### config.mk
export PLATFORM = sky130hd
export DESIGN_NAME = mah_alarm_handler
export DESIGN_NICKNAME = d
export VERILOG_FILES = /design/src/mah_pkg.sv /design/src/mah_alarm_handler.sv
export SDC_FILE = /design/constraint.sdc
export NUM_CORES = 1
export LEC_CHECK = 0
export BUFFER_PORTS_ARGS = -buffer_cell sky130_fd_sc_hd__buf_2
export CAP_MARGIN = 30
export CORE_MARGIN = 8
export CORE_UTILIZATION = 59
export DETAILED_ROUTE_END_ITERATION = 6
export PLACE_DENSITY = 0.89
export SLEW_MARGIN = 20
export SYNTH_ARGS = -nofsm -noshare
export SYNTH_HDL_FRONTEND = slang
export SYNTH_SLANG_ARGS = --single-unit
export TNS_END_PERCENT = 50
### constraint.sdc
create_clock -name pclk -period 3.65 [get_ports pclk]
set_input_delay 0.1825 -clock pclk [delete_from_list [all_inputs] [get_ports pclk]]
set_output_delay 0.1825 -clock pclk [all_outputs]
set_load 0.005 [all_outputs]
### src/mah_pkg.sv
// package: constants and types for the motor driver alarm handler
package mah_pkg;
	// apb register byte offsets
	localparam logic [7:0] OFS_CMD = 8'h00;
	localparam logic [7:0] OFS_STATUS = 8'h04;
	localparam logic [7:0] OFS_DEV_LIMIT = 8'h08;
	localparam logic [7:0] OFS_WARN_LIMIT = 8'h0C;
	localparam logic [7:0] OFS_IRQ_STAT = 8'h10;
	localparam logic [7:0] OFS_IRQ_MASK = 8'h14;
	localparam logic [7:0] OFS_HIST_CNT = 8'h18;
	localparam logic [7:0] OFS_HIST0 = 8'h40;
	localparam int HIST_DEPTH = 10;
	// command register bits (write one to act)
	localparam int CMD_SER_CLR = 0;
	localparam int CMD_SER_ABS_CLR = 1;
	localparam int CMD_TOOL_CLR = 2;
	localparam int CMD_TOOL_ABS_CLR = 3;
	localparam int CMD_HIST_CLR = 4;
	// status register fields
	localparam int ST_ACTIVE = 0;
	localparam int ST_ABS = 1;
	localparam int ST_WARN = 2;
	localparam int ST_CODE_LSB = 8;
	localparam int ST_BLINK_LSB = 16;
	// interrupt bits
	localparam int IRQ_RAISE = 0;
	localparam int IRQ_WARN = 1;
	localparam int IRQ_CLEAR = 2;
	localparam int IRQ_W = 3;
	// reset values
	localparam logic [15:0] DEV_LIMIT_RST = 16'hFFFF;
	localparam logic [15:0] WARN_LIMIT_RST = 16'hFFFF;
	localparam logic [IRQ_W-1:0] IRQ_MASK_RST = 3'h0;
	// alarm codes and lamp blink counts
	localparam logic [7:0] CODE_POS_DEV = 8'h10;
	localparam logic [3:0] BLINK_POS_DEV = 4'h4;
	localparam logic [7:0] CODE_COFF_DEV = 8'h12;
	localparam logic [3:0] BLINK_COFF_DEV = 4'h4;
	localparam logic [7:0] CODE_ABS_POS = 8'h66;
	localparam logic [3:0] BLINK_ABS_POS = 4'h7;
	// lamp timing
	localparam int CLK_MHZ = 200;
	localparam int BLINK_ON_MS = 200;
	localparam int BLINK_OFF_MS = 200;
	localparam int BLINK_GAP_MS = 1000;
	localparam int BLINK_ON_CYC = BLINK_ON_MS * CLK_MHZ * 1000;
	localparam int BLINK_OFF_CYC = BLINK_OFF_MS * CLK_MHZ * 1000;
	localparam int BLINK_GAP_CYC = BLINK_GAP_MS * CLK_MHZ * 1000;
	// alarm request from a protective function
	typedef struct packed {
		logic valid;
		logic [7:0] code;
		logic [3:0] blinks;
	} mah_alarm_type;
	typedef enum {LAMP_IDLE, LAMP_ON, LAMP_OFF, LAMP_GAP} mah_lamp_type;
endpackage

### src/mah_alarm_handler.sv
// alarm handler: protective stop, lamp blink code, clears and history
//
// Overview of operation
// - any alarm drops the fault indicator and stops the motor
// - alarm lamp blinks repeatedly with an alarm specific count
// - falling edge of the fault clear input clears the alarm
// - serial alarm clear command clears the alarm
// - tool clear request or power cycling clears the alarm
// - position alarm clears only by its own input edge or command
// - generic clears and power cycling leave the position alarm set
// - keep up to ten alarm codes, newest first, oldest dropped
// - serial monitor read returns the stored history
// - serial maintenance clear erases the history
// - a warning is shown before the matching alarm is raised; the code makes only code 10h wait, 12h can rise together with warning_out
// - code 10h, four blinks, on deviation over limit with current on
// - code 12h when current on rises during current off deviation warning
//
// Added by the designer: the APB register port and the placing of the registers.
`timescale 1ns/100ps
module mah_alarm_handler
	import mah_pkg::*;
#(
	parameter int BLINK_ON_CYCLES = BLINK_ON_CYC,
	parameter int BLINK_OFF_CYCLES = BLINK_OFF_CYC,
	parameter int BLINK_GAP_CYCLES = BLINK_GAP_CYC
)
(
	// clock and resets
	input wire logic pclk,
	input wire logic presetn,
	input wire logic nvm_init_n,
	// apb slave
	input wire logic psel,
	input wire logic penable,
	input wire logic pwrite,
	input wire logic [7:0] paddr,
	input wire logic [31:0] pwdata,
	output logic [31:0] prdata,
	output logic pready,
	output logic pslverr,
	// alarm sources
	input wire mah_alarm_type alarm_req,
	input wire logic abs_position_error_in,
	input wire logic [15:0] position_deviation,
	input wire logic current_on_in,
	input wire logic coff_dev_warn_in,
	// discrete inputs
	input wire logic fault_clear_in,
	input wire logic abs_position_error_clear_in,
	// outputs
	output logic fault_indicator_out,
	output logic motor_stop_out,
	output logic alarm_lamp_out,
	output logic warning_out,
	output logic irq
);
	// apb decode
	wire setup = psel & ~penable;
	wire wr_acc = psel & penable & pwrite;
	// full offset is range checked so high addresses do not alias
	wire [7:0] hist_ofs = paddr - OFS_HIST0;
	wire [3:0] hist_idx = hist_ofs[5:2];
	wire hist_hit = (paddr >= OFS_HIST0) && (hist_ofs[1:0] == 2'h0)
		&& (hist_ofs[7:6] == 2'h0) && (hist_idx < 4'(HIST_DEPTH));
	wire hit_cmd = (paddr == OFS_CMD);
	wire hit_stat = (paddr == OFS_STATUS);
	wire hit_dlim = (paddr == OFS_DEV_LIMIT);
	wire hit_wlim = (paddr == OFS_WARN_LIMIT);
	wire hit_istat = (paddr == OFS_IRQ_STAT);
	wire hit_imask = (paddr == OFS_IRQ_MASK);
	wire hit_hcnt = (paddr == OFS_HIST_CNT);
	wire mapped = hit_cmd | hit_stat | hit_dlim | hit_wlim | hit_istat
		| hit_imask | hit_hcnt | hist_hit;
	wire [4:0] cmd = (wr_acc & hit_cmd) ? pwdata[4:0] : 5'h00;

	logic [15:0] dev_limit_q;
	logic [15:0] warn_limit_q;
	logic [IRQ_W-1:0] irq_stat_q;
	logic [IRQ_W-1:0] irq_mask_q;
	logic [31:0] prdata_q;
	logic gen_active_q;
	logic [7:0] gen_code_q;
	logic [3:0] gen_blinks_q;
	logic abs_active_q;
	logic [7:0] hist_q [HIST_DEPTH];
	logic [3:0] hist_cnt_q;
	logic fclr_prev_q;
	logic pclr_prev_q;
	logic con_prev_q;
	logic warn_q;

	// warning stage ahead of the deviation alarm
	wire dev_warn = position_deviation > warn_limit_q;
	wire warn_now = dev_warn | coff_dev_warn_in;
	// deviation alarm waits for the warning of the cycle before
	wire pos_dev_alarm = current_on_in & warn_q
		& (position_deviation > dev_limit_q);
	wire coff_alarm = current_on_in & ~con_prev_q
		& coff_dev_warn_in;

	// one source wins per cycle; the first alarm is held until cleared
	wire raise_gen = ~gen_active_q
		& (alarm_req.valid | pos_dev_alarm | coff_alarm);
	wire [7:0] raise_code = pos_dev_alarm ? CODE_POS_DEV
		: coff_alarm ? CODE_COFF_DEV : alarm_req.code;
	wire [3:0] raise_blinks = pos_dev_alarm ? BLINK_POS_DEV
		: coff_alarm ? BLINK_COFF_DEV : alarm_req.blinks;
	wire raise_abs = abs_position_error_in & ~abs_active_q;

	// clear paths
	wire fclr_fall = fclr_prev_q & ~fault_clear_in;
	wire pclr_fall = pclr_prev_q & ~abs_position_error_clear_in;
	wire gen_clear = fclr_fall | cmd[CMD_SER_CLR]
		| cmd[CMD_TOOL_CLR];
	wire abs_clear = pclr_fall | cmd[CMD_SER_ABS_CLR]
		| cmd[CMD_TOOL_ABS_CLR];
	wire any_active = gen_active_q | abs_active_q;

	// history push: one entry per cycle, position code over generic, raise beats erase
	wire push = raise_gen | raise_abs;
	wire [7:0] push_code = raise_abs ? CODE_ABS_POS : raise_code;
	wire hist_erase = cmd[CMD_HIST_CLR];

	always_ff @(posedge pclk or negedge presetn)
	begin
		if (!presetn)
		begin
			fclr_prev_q <= 1'b0;
			pclr_prev_q <= 1'b0;
			con_prev_q <= 1'b0;
			warn_q <= 1'b0;
		end
		else
		begin
			fclr_prev_q <= fault_clear_in;
			pclr_prev_q <= abs_position_error_clear_in;
			con_prev_q <= current_on_in;
			warn_q <= warn_now;
		end
	end

	// generic alarm is volatile: power cycling clears it
	always_ff @(posedge pclk or negedge presetn)
	begin
		if (!presetn)
		begin
			gen_active_q <= 1'b0;
			gen_code_q <= 8'h00;
			gen_blinks_q <= 4'h0;
		end
		else if (raise_gen)
		begin
			gen_active_q <= 1'b1;
			gen_code_q <= raise_code;
			gen_blinks_q <= raise_blinks;
		end
		else if (gen_clear)
			gen_active_q <= 1'b0;
	end

	// position alarm and history are kept across power cycles; of the two
	// resets, only the storage initialisation reset clears them
	always_ff @(posedge pclk or negedge nvm_init_n)
	begin
		if (!nvm_init_n)
			abs_active_q <= 1'b0;
		else if (raise_abs)
			abs_active_q <= 1'b1;
		else if (abs_clear)
			abs_active_q <= 1'b0;
	end

	always_ff @(posedge pclk or negedge nvm_init_n)
	begin
		if (!nvm_init_n)
		begin
			hist_cnt_q <= 4'h0;
			for (int i = 0; i < HIST_DEPTH; i++)
				hist_q[i] <= 8'h00;
		end
		else if (push)
		begin
			hist_q[0] <= push_code;
			for (int i = 1; i < HIST_DEPTH; i++)
				hist_q[i] <= hist_erase ? 8'h00 : hist_q[i-1];
			if (hist_erase)
				hist_cnt_q <= 4'h1;
			else if (hist_cnt_q < 4'(HIST_DEPTH))
				hist_cnt_q <= hist_cnt_q + 4'h1;
		end
		else if (hist_erase)
		begin
			hist_cnt_q <= 4'h0;
			for (int i = 0; i < HIST_DEPTH; i++)
				hist_q[i] <= 8'h00;
		end
	end

	// outputs of the protective stop
	assign fault_indicator_out = ~any_active;
	assign motor_stop_out = any_active;
	assign warning_out = warn_q;

	// lamp blink sequencer: n pulses, then a long gap, repeated
	wire [3:0] cur_blinks = abs_active_q ? BLINK_ABS_POS : gen_blinks_q;
	wire [7:0] cur_code = abs_active_q ? CODE_ABS_POS : gen_code_q;
	mah_lamp_type lamp_q;
	logic [31:0] lamp_cnt_q;
	logic [3:0] lamp_left_q;
	logic lamp_q_out;
	wire lamp_tick = (lamp_cnt_q == 32'h0);

	always_ff @(posedge pclk or negedge presetn)
	begin
		if (!presetn)
		begin
			lamp_q <= LAMP_IDLE;
			lamp_cnt_q <= 32'h0;
			lamp_left_q <= 4'h0;
			lamp_q_out <= 1'b0;
		end
		else if (!any_active)
		begin
			lamp_q <= LAMP_IDLE;
			lamp_q_out <= 1'b0;
		end
		else
		begin
			if (!lamp_tick)
				lamp_cnt_q <= lamp_cnt_q - 32'h1;
			unique case (lamp_q)
				LAMP_IDLE, LAMP_GAP:
					if (lamp_q == LAMP_IDLE || lamp_tick)
					begin
						lamp_q <= LAMP_ON;
						lamp_q_out <= 1'b1;
						lamp_left_q <= cur_blinks - 4'h1;
						lamp_cnt_q <= 32'(BLINK_ON_CYCLES - 1);
					end
				LAMP_ON:
					if (lamp_tick)
					begin
						lamp_q_out <= 1'b0;
						lamp_q <= (lamp_left_q == 4'h0) ? LAMP_GAP : LAMP_OFF;
						lamp_cnt_q <= (lamp_left_q == 4'h0)
							? 32'(BLINK_GAP_CYCLES - 1)
							: 32'(BLINK_OFF_CYCLES - 1);
					end
				LAMP_OFF:
					if (lamp_tick)
					begin
						lamp_q <= LAMP_ON;
						lamp_q_out <= 1'b1;
						lamp_left_q <= lamp_left_q - 4'h1;
						lamp_cnt_q <= 32'(BLINK_ON_CYCLES - 1);
					end
			endcase
		end
	end
	assign alarm_lamp_out = lamp_q_out;

	// interrupt status: hardware set beats a write-one clear
	wire [IRQ_W-1:0] irq_set = {gen_clear & gen_active_q
		| abs_clear & abs_active_q, warn_now & ~warn_q, push};
	wire [IRQ_W-1:0] irq_w1c = (wr_acc & hit_istat)
		? pwdata[IRQ_W-1:0] : {IRQ_W{1'b0}};
	assign irq = |(irq_stat_q & irq_mask_q);

	always_ff @(posedge pclk or negedge presetn)
	begin
		if (!presetn)
		begin
			dev_limit_q <= DEV_LIMIT_RST;
			warn_limit_q <= WARN_LIMIT_RST;
			irq_stat_q <= {IRQ_W{1'b0}};
			irq_mask_q <= IRQ_MASK_RST;
		end
		else
		begin
			irq_stat_q <= (irq_stat_q & ~irq_w1c) | irq_set;
			if (wr_acc & hit_dlim)
				dev_limit_q <= pwdata[15:0];
			if (wr_acc & hit_wlim)
				warn_limit_q <= pwdata[15:0];
			if (wr_acc & hit_imask)
				irq_mask_q <= pwdata[IRQ_W-1:0];
		end
	end

	// read data is captured in the setup cycle
	wire [31:0] stat_word = {12'h000, cur_blinks, cur_code, 5'h00,
		warn_q, abs_active_q, any_active};
	wire [31:0] rd_mux = hit_stat ? stat_word
		: hit_dlim ? {16'h0000, dev_limit_q}
		: hit_wlim ? {16'h0000, warn_limit_q}
		: hit_istat ? {29'h0, irq_stat_q}
		: hit_imask ? {29'h0, irq_mask_q}
		: hit_hcnt ? {28'h0, hist_cnt_q}
		: hist_hit ? {24'h0, hist_q[hist_idx]}
		: 32'h0;

	always_ff @(posedge pclk or negedge presetn)
	begin
		if (!presetn)
			prdata_q <= 32'h0;
		else if (setup & ~pwrite)
			prdata_q <= rd_mux;
	end

	assign prdata = prdata_q;
	assign pready = 1'b1;
	assign pslverr = psel & penable & ~mapped;
endmodule

### Yosys cells after proc, flatten, opt, wreduce, memory -nomap -nowiden

Index checks and enable logic that the tools add are counted.

| word-level totals | value |
|---|---|
| bits in registers | 241 |
| input port bits | 80 |
| output and inout port bits | 39 |
| logic and storage cells | 185 |

| cells by class | value |
|---|---|
| $add $sub $neg | 5 |
| order comparisons | 6 |
| equal/unequal tests | 14 |
| mux-type cells | 58 |
| bitwise logic cells | 53 |
| reductions and logical operators | 21 |

Operator list:

| kind | number |
|---|---|
| two-way mux 32 bit | 8 |
| one-hot mux 32 bit (3 select lines) | 2 |
| two-way mux 80 bit | 2 |
| two-way mux 8 bit | 19 |
| logical NOT 32 bit | 3 |
| == test 32 x 2 -> 1 bit (second input constant) | 2 |
| two-way mux 4 bit | 9 |
| binary-select mux 8 bit (select 4 bit) | 1 |
| == test 32 x 1 -> 1 bit (second input constant) | 1 |
| > comparator 16 bit | 2 |
| two-way mux 16 bit | 2 |
| subtractor 32 x 1 -> 32 bit (second input constant) | 1 |
| two-way mux 28 bit | 1 |
| == test 8 x 5 -> 1 bit (second input constant) | 3 |
| bitwise AND 1 bit | 21 |
| two-way mux 20 bit | 1 |
| OR 1 bit | 17 |
| == test 8 x 4 -> 1 bit (second input constant) | 2 |
| inverter 1 bit | 10 |
| nonzero test 2 bit | 5 |
| two-way mux 1 bit | 9 |
| != test 3 bit (second input constant) | 3 |
| == test 8 x 3 -> 1 bit (second input constant) | 1 |
| greater-or-equal comparator 8 x 7 -> 1 bit (second input constant) | 1 |
| other kinds (24) | 31 |

### Longest topological paths before layout

Gate-level depths: netlist (run 1).

| depth | value |
|---|---|
| depth in word-level cells | 12 |
| mapped depth | 11 |
| gate-level depth less buffers | 10 |

### Worst setup path before layout (run 1)

No wires, ideal clock.

| timing path | value |
|---|---|
| path kind | reg-to-reg |
| start point | register dev_limit_q[15] |
| end point | register gen_blinks_q[2] |
| setup time | 0.146 ns |
| data arrival time | 2.594 ns |
| required time | 3.504 ns |
| setup slack | 0.910 ns |
| stages on the path, launching flop included | 10 |
| buffers on the path | 1 |
| cell sequence | dfstp_2 > inv_1 > ha_1 > nand4_1 > or4_1 > nand3_1 > a31oi_1 > nor4b_2 > clkbuf_1 > a22oi_1 |

| on the way | value |
|---|---|
| word-level cells in the longest chain between the ends | 5 |
| elaborated cells on any way between the ends | 6 |
| those cells by class | order compare (1); mux (1); bitwise (4) |

RTL lines:

| element | line | RTL |
|---|---|---|
| start: declaration | mah_alarm_handler.sv:76 | `logic [15:0] dev_limit_q;` |
| start signal: assignment | mah_alarm_handler.sv:282 | `dev_limit_q <= pwdata[15:0];` |
| > comparator 16 bit (*) | mah_alarm_handler.sv:97 | `& (position_deviation > dev_limit_q);` |
| bitwise AND 1 bit (*) | mah_alarm_handler.sv:97 |  |
| OR 1 bit (2 in a row) | mah_alarm_handler.sv:103 | `& (alarm_req.valid \| pos_dev_alarm \| coff_alarm);` |
| bitwise AND 1 bit | mah_alarm_handler.sv:103 |  |
| end signal: assignment | mah_alarm_handler.sv:155 | `gen_blinks_q <= raise_blinks;` |
| end: declaration | mah_alarm_handler.sv:83 | `logic [3:0] gen_blinks_q;` |

Every way passes the cells marked *; elsewhere a longest branch is shown, timed or not.
A chain may end at the register's enable or synchronous reset.

### Worst setup path in the final report (run 1)

| timing path | value |
|---|---|
| start point | register dev_limit_q[15] |
| end point | register hist_q[69] in the netlist's numbering |

| on the way | value |
|---|---|
| word-level cells in the longest chain between the ends | 7 |
| elaborated cells on any way between the ends | 8 |
| those cells by class | order compare (1); mux (1); bitwise (5); reduce/logical (1) |

RTL lines:

| element | line | RTL |
|---|---|---|
| > comparator 16 bit (*) | mah_alarm_handler.sv:97 |  |
| bitwise AND 1 bit (*) | mah_alarm_handler.sv:97 |  |
| OR 1 bit (*) (2 in a row) | mah_alarm_handler.sv:103 |  |
| bitwise AND 1 bit (*) | mah_alarm_handler.sv:103 |  |
| OR 1 bit (*) | mah_alarm_handler.sv:120 | `wire push = raise_gen \| raise_abs;` |
| two-way mux 80 bit / nonzero test 2 bit (equally long branches) | n/a |  |
| end signal: indexed assignment | mah_alarm_handler.sv:185 | `hist_q[i] <= hist_erase ? 8'h00 : hist_q[i-1];` |
| end: declaration | mah_alarm_handler.sv:85 | `logic [7:0] hist_q [HIST_DEPTH];` |

Marked as above.

==> metrics.cfg, run 1 <==
[timing]
finalMaxSlewViolations = 0
finalCritPeriodShare_pct = 86.7
fin_worst_skew_ns = 0.0165
hold_viol = 0
final.min_clock_period_ns = 3.17
worst-slew-pin-transition_ns = 0.847
slew_headroom_pct = 43.4
rsz0062_at_grt = no
max_freq_mhz = 316
setup_viol = 0
fin_tns_setup_ns = 0
setup_ws_ns = 0.484

[clocking]
clock-root-buffer = clkbuf_16
clkTransAtPathRegs_ns = 0.07
numCtsBuffers = 17
htree_levels = 4
cts_resized = 0
clk_latency_ns = 0.46
cts_setup_buffers = 0
tritoncts = built
clock-sinks = 199
clock_path_buffers = 2

[critical_path]
cp.required_ns = 3.98
crit_arrival_ns = 3.50
worst-setup-path-type = flip-flop to flip-flop
r2r-start = dev_limit_q[15]$_DFFE_PN1P_
r2r_cells = 10
cp-start-kind = flip-flop
critical_path.startpoint = dev_limit_q[15]$_DFFE_PN1P_
endpoint = hist_q[69]$_DFFE_PN0P_
timing.critical_path.to_type = flip-flop
r2r-end = hist_q[69]$_DFFE_PN0P_
cp_max_fo = 16
reg2reg_setup_slack_ns = 0.48

[die]
dieArea_sq_um = 22900
die_w_um = 151
ios = 119
rows = 49
start_util_pct = 60.1
die_h_um = 151
core-area_sq_um = 18000

[final_layout]
nets = 1315
area_growth_syn_to_layout_pct = 14.4
post-route-util_pct = 68.8
drive_above_1_share_pct = 17.9

[synth]
synthArstFlopShare_pct = 100
yosys.area_share.simple_pct = 15.1
yosys_register_bits = 199
synth_compound_area_share_pct = 16.3
synthesis.instances = 1098
syn_area_sq_um = 10800
ys.flop_type = dfrtp_1
yosys.area_share.adder_pct = 4.52
ys_seq_area_share_pct = 46.5
ys_types = 81
synthXorXnorAreaFrac_pct = 0.162
synth_mux_area_share_pct = 12.2
synth_top_family_by_area = compound AO/OA/AOI/OAI gates
yosysWarnings = 0
syn_area_per_cell_sq_um = 9.83
synth_edf_count = 0

[global_routing]
grt_pass1_vias = 9222
antenna_found_initial = 3
grt_pass1_wl_um = 49100
grt_max_degree = 62
grt-ovfl-total = 0
track_usage_pct = 27.7

[outcome]
outcome = complete, but fails checks
violations = DRC

[routing]
drtAntennaViolNets = 0
drtIter0Drc = 965
vias_per_cell = 6.51
routed_wl_um = 30900
vias = 9394
wl_per_cell_um = 21.4
drc = 3
first_pass_iters = 7

[hold_path]
hp-class = input port to flip-flop

[power_and_ir_drop]
ir_drop_mv = 0.496
power.leakage_nw = 6.09
powerDensity_nw_per_um2 = 647

[placement]
gp_congestion = 0.915
dp_hpwl_um = 20600
place_ws_ns = 0.708
portBuffers = 89

[flow_run]
drv_cap = 0

==> power by group <==
group / total, mW / switching [mW] / internal, mW
logic: 2.58 / 1.44 / 1.13
clock network: 1.93 / 0.934 / 0.997
registers: 3.48 / 0.632 / 2.85
==> state kept, by name, summed over array words and instances, names as in the netlist, 2 cells and up <==
| signal | flops |
|---|---|
| warn_limit_q | 16 |
| lamp_left_q | 4 |
| lamp_q | 2 |
| hist_q | 80 |
| gen_code_q | 8 |
| gen_blinks_q | 4 |
| irq_stat_q | 3 |
| irq_mask_q | 3 |
| dev_limit_q | 16 |
| lamp_cnt_q | 32 |
| hist_cnt_q | 4 |
| prdata | 20 |
==> cells by family (layout without fill, tap and decap cells) <==
logic type / after synthesis / after routing
DFF: 199 / 199
and+or+nand+nor: 350 / 350
AOI/OAI and AO/OA: 269 / 269
muxes: 111 / 111
xor gates and xnor gates: 2 / 2
other: 2 / 17
buffers and inverters: 126 / 226
adders and majority gates: 39 / 39
==> worst max-delay path, cell delays in order (launching register included) <==
cell and delay (ns):
dfstp_2 0.54, inv_1 0.06, ha_1 0.31, nand4_1 0.21, or4_1 0.59, nand3_1 0.14
a22oi_1 0.13, o21ai_4 0.25, buf_4 0.39, mux2i_1 0.35, nor2_1 0.07
==> metrics by stage <==
stage	cell area (sq um)	power, mW	cells	hold slack [ns]
finish	12400	7.99	1442	0.0300
global route	12300	8.41	1440	0.0268
CTS	12300	7.91	1438	0.00922
detailed placement	11500	5.93	1377	0.197
global placement	11400	5.74	1375	0.292
floorplan	10800	5.15	1109	-0.113
==> cells in the final DEF, fill, tap and decap left out, drive strengths merged, types with 13 or more instances in the layout <==
cell type,synthesis,layout
o21ai,93,93
ha,39,39
nand3,22,22
nand4,13,13
buf,35,110
nor3,25,25
dfrtp,167,167
clkbuf,36,19
nand2,107,107
nor2,125,125
dlygate4sd3,0,29
mux4,16,16
conb,2,13
a31oi,15,15
dfstp,32,32
mux2i,88,88
a21oi,45,45
inv,55,62
o22ai,13,13
==> what timing repair did <==
item                       4_1_cts  5_1_grt
hold endpoints to repair       124        0
setup endpoints to repair        0        0
hold buffers                    29        0
==> synthesized netlist by cell type, drive strengths merged (15+ instances only) <==
cell	n	area (sq um)
dfstp	32	841
buf	35	211
inv	55	206
dfrtp	167	4180
o21ai	93	465
a31oi	15	93.8
mux2i	88	881
ha	39	488
clkbuf	36	135
nand2	107	404
nand3	22	110
a21oi	45	229
nor2	125	472
mux4	16	360
nor3	25	125
==> worst min-delay path by stage <==
stage | start | end | slack, ns | depth (start not counted)
3_3_place_gp | presetn | gen_code_q[2]$_DFFE_PN0P_ | 0.29 | 1
4_1_cts | pwdata[2] | warn_limit_q[2]$_DFFE_PN1P_ | 0.009 | 3
5_1_grt | pwdata[2] | dev_limit_q[2]$_DFFE_PN1P_ | 0.03 | 3
3_5_place_dp | nvm_init_n | hist_q[47]$_DFFE_PN0P_ | 0.20 | 1
6_report | pwdata[2] | warn_limit_q[2]$_DFFE_PN1P_ | 0.03 | 3
2_1_floorplan | nvm_init_n | abs_active_q$_DFFE_PN0P_ | -0.11 | 0
==> per-layer routing <==
| layer | track usage, % | wire [um] |
|---|---|---|
| met1 | 33.7 | 11600 |
| met2 | 45.3 | 15100 |
| met5 | 0 | 11 |
| met4 | 13.6 | 1420 |
| met3 | 6.66 | 2810 |
==> layout make-up <==
cell class	count	area, sq um
multi-input combinational	784	5280
inverter	55	206
antenna	4	10.0
sequential	199	5020
fill	1243	5610
clock buffer	19	443
tap	229	287
timing repair buffer	139	948
clock inverter	13	156
Note: power is estimated with default switching activity, not from simulation.
==> run 2, diff against run 1 <==
GPL_TIMING_DRIVEN = 0   (was unset)
==> run 2 against run 1 <==
The run still ends with DRC left. Critical path depth stayed put. Core utilization is 1.2 points higher. First-iteration DRC count is 6.9% higher. Worst hold slack worse by 0.012 ns. Global-route usage is 1.4 points higher. Maximum frequency is 7.2% lower. Cell count is 3.5% higher. Register-to-register slack worse by 0.25 ns. Critical endpoint is now hist_q[76]$_DFFE_PN0P_. Largest cell class unchanged.
==> metrics.cfg, run 2 (same netlist as run 1, synthesis figures left out) <==
[outcome]
outcome = complete, but fails checks
violations = DRC

[die]
core-area_sq_um = 18000  ; unchanged
die_w_um = 151  ; unchanged
dieArea_sq_um = 22900  ; unchanged
start_util_pct = 60.1  ; unchanged
ios = 119  ; unchanged
die_h_um = 151  ; unchanged
rows = 49  ; unchanged

[critical_path]
cp-start-kind = flip-flop
crit_arrival_ns = 3.75  ; +0.25 ns
worst-setup-path-type = flip-flop to flip-flop
timing.critical_path.to_type = flip-flop
cp_max_fo = 10  ; -6
r2r_cells = 10  ; unchanged
cp.required_ns = 3.99  ; about the same

[routing]
routed_wl_um = 32800  ; +6.0%
drtIter0Drc = 1032  ; +6.9%
drc = 1  ; -2
vias = 9765  ; +3.9%
wl_per_cell_um = 21.9  ; +2.4%
drtAntennaViolNets = 0  ; unchanged
vias_per_cell = 6.54  ; +0.40%
first_pass_iters = 7  ; unchanged

[timing]
setup_viol = 0  ; unchanged
hold_viol = 0  ; unchanged
fin_worst_skew_ns = 0.0205  ; +0.00408 ns
slew_headroom_pct = 33.4  ; -10 points
fin_tns_setup_ns = 0  ; unchanged
worst-slew-pin-transition_ns = 0.990  ; +0.142 ns
final.min_clock_period_ns = 3.41  ; +0.246 ns
finalCritPeriodShare_pct = 93.5  ; +6.7 points
max_freq_mhz = 293  ; -7.2%
rsz0062_at_grt = no
finalMaxSlewViolations = 0  ; unchanged

[global_routing]
grt_pass1_vias = 9717  ; +5.4%
antenna_found_initial = 2  ; -1
grt-ovfl-total = 0  ; unchanged
track_usage_pct = 29.1  ; +1.4 points
grt_max_degree = 81  ; +31%
grt_pass1_wl_um = 51300  ; +4.6%

[power_and_ir_drop]
intPower_mw = 4.98  ; about the same
clkPwrFrac_pct = 24.5  ; +0.3 points
switchingPower_mw = 3.16  ; +4.9%
switching_share_pct = 38.8  ; +1.1 points
ir_drop_mv = 0.547  ; +10%
power.leakage_nw = 6.20  ; +1.7%
power_frac_seq_pct = 42.9  ; -0.6 points
combPwrFrac_pct = 32.6  ; +0.3 points
powerDensity_nw_per_um2 = 647  ; about the same

[flow_run]
drv_cap = 0  ; unchanged

[clocking]
htree_levels = 4  ; unchanged
clock_path_buffers = 2  ; unchanged
numCtsBuffers = 17  ; unchanged
clock-root-buffer = clkbuf_16
cts_setup_buffers = 0  ; unchanged
tritoncts = built
clock-sinks = 199  ; unchanged
clk_latency_ns = 0.45  ; about the same
clkTransAtPathRegs_ns = 0.08  ; about the same

[placement]
gp_congestion = 0.961  ; +5.0%
dp_cells = 1429  ; +3.8%
portBuffers = 89  ; unchanged
dp_hpwl_um = 22200  ; +7.5%

[final_layout]
drive_above_1_share_pct = 17.8  ; -0.10 points
final_cell_mix = dfrtp_1 (167), nor2_1 (124), nand2_1 (106), buf_2 (100), o21ai_0 (91)
largest-register = hist_q
fin_cells = 1493  ; +3.5%
final_common_cell = dfrtp_1
largest_reg_flops = 80  ; unchanged
nets = 1367  ; +4.0%
area_growth_syn_to_layout_pct = 16.4

[hold_path]
hp-class = input port to flip-flop
worstHoldPathCells = 3  ; unchanged

run 2: cell count changes in the layout (fill, tap and decap cells not counted), sizes merged:
| cell | change |
|---|---|
| buf | +16 |
| clkbuf | +34 |
| clkinv | +2 |
| clkinvlp | -2 |
| diode | -1 |
| inv | +2 |
run 2: cell type report:
| cell class | instances | area (sq um) |
|---|---|---|
| fillers | 1245 | 5390 |
| well taps | 229 | 287 |
| flip-flops and latches | 199 | 5020 |
| inverters | 55 | 206 |
| plain buffers | 71 | 348 |
| clock inverters | 15 | 196 |
| diodes | 3 | 7.51 |
| repair buffers | 120 | 800 |
| multi-input cells | 784 | 5280 |
| clock buffers | 17 | 425 |
run 2: stage by stage:
stage | hold slack, ns | area, sq um | power, mW | worst slack (ns) | utilization [%]
2_1_floorplan | -0.113 | 10800 | 5.15 | 0.910 | -
3_3_place_gp | 0.308 | 11600 | 5.81 | 0.190 | 64.4
4_1_cts | 0.0101 | 12600 | 8.03 | 0.191 | 69.9
3_5_place_dp | 0.0962 | 11600 | 5.98 | 0.118 | 64.8
5_1_grt | 0.0193 | 12600 | 8.51 | 0.0982 | 70.0
6_report | 0.0179 | 12600 | 8.13 | 0.238 | 70.0
run 2: metal layers:
layer / vias up / track usage [%] / wire [um]
li1: 4269 / - / -
met1: 4751 / 35.3 / 12200
met3: 118 / 6.69 / 3310
met5: - / 0 / 0
met4: 0 / 13.9 / 1390
met2: 627 / 48.1 / 15900
run 2: power by group through the flow:
| stage | clock network (mW) | logic [mW] | registers (mW) |
|---|---|---|---|
| 5_1_grt | 2.08 | 2.89 | 3.54 |
| 2_1_floorplan | 0 | 1.89 | 3.26 |
| 4_1_cts | 1.99 | 2.59 | 3.45 |
| 3_5_place_dp | 0 | 2.51 | 3.47 |
| 6_report | 1.99 | 2.65 | 3.49 |
| 3_3_place_gp | 0 | 2.39 | 3.42 |
run 2: path summary, 6_finish.rpt:
check	start	end	slack [ns]
worst min register to register	lamp_cnt_q[31]$_DFFE_PN0N_	lamp_cnt_q[31]$_DFFE_PN0N_	0.48
worst min-delay path	pwdata[1]	warn_limit_q[1]$_DFFE_PN1P_	0.02
max in group asynchronous	presetn	dev_limit_q[3]$_DFFE_PN1P_	2.68
min in group asynchronous	nvm_init_n	hist_q[56]$_DFFE_PN0P_	0.18
worst max-delay path	dev_limit_q[15]$_DFFE_PN1P_	hist_q[76]$_DFFE_PN0P_	0.24
worst max register to register	dev_limit_q[15]$_DFFE_PN1P_	hist_q[76]$_DFFE_PN0P_	0.24
run 2: critical path, cell delays in order (launching register included):
cell	delay, ns
dfstp_2	0.53
inv_1	0.06
ha_1	0.33
nand4_1	0.24
or4_1	0.60
nand3_1	0.13
a31oi_1	0.14
o31ai_4	0.60
clkbuf_2	0.40
nand4_1	0.15
o31ai_1	0.11
run 2: what timing repair did:
action,CTS,global route
gates resized for setup,1,3
hold buffers,29,0
endpoints found under the setup margin,1,10
endpoints found under the hold margin,100,0
pin swaps,0,0
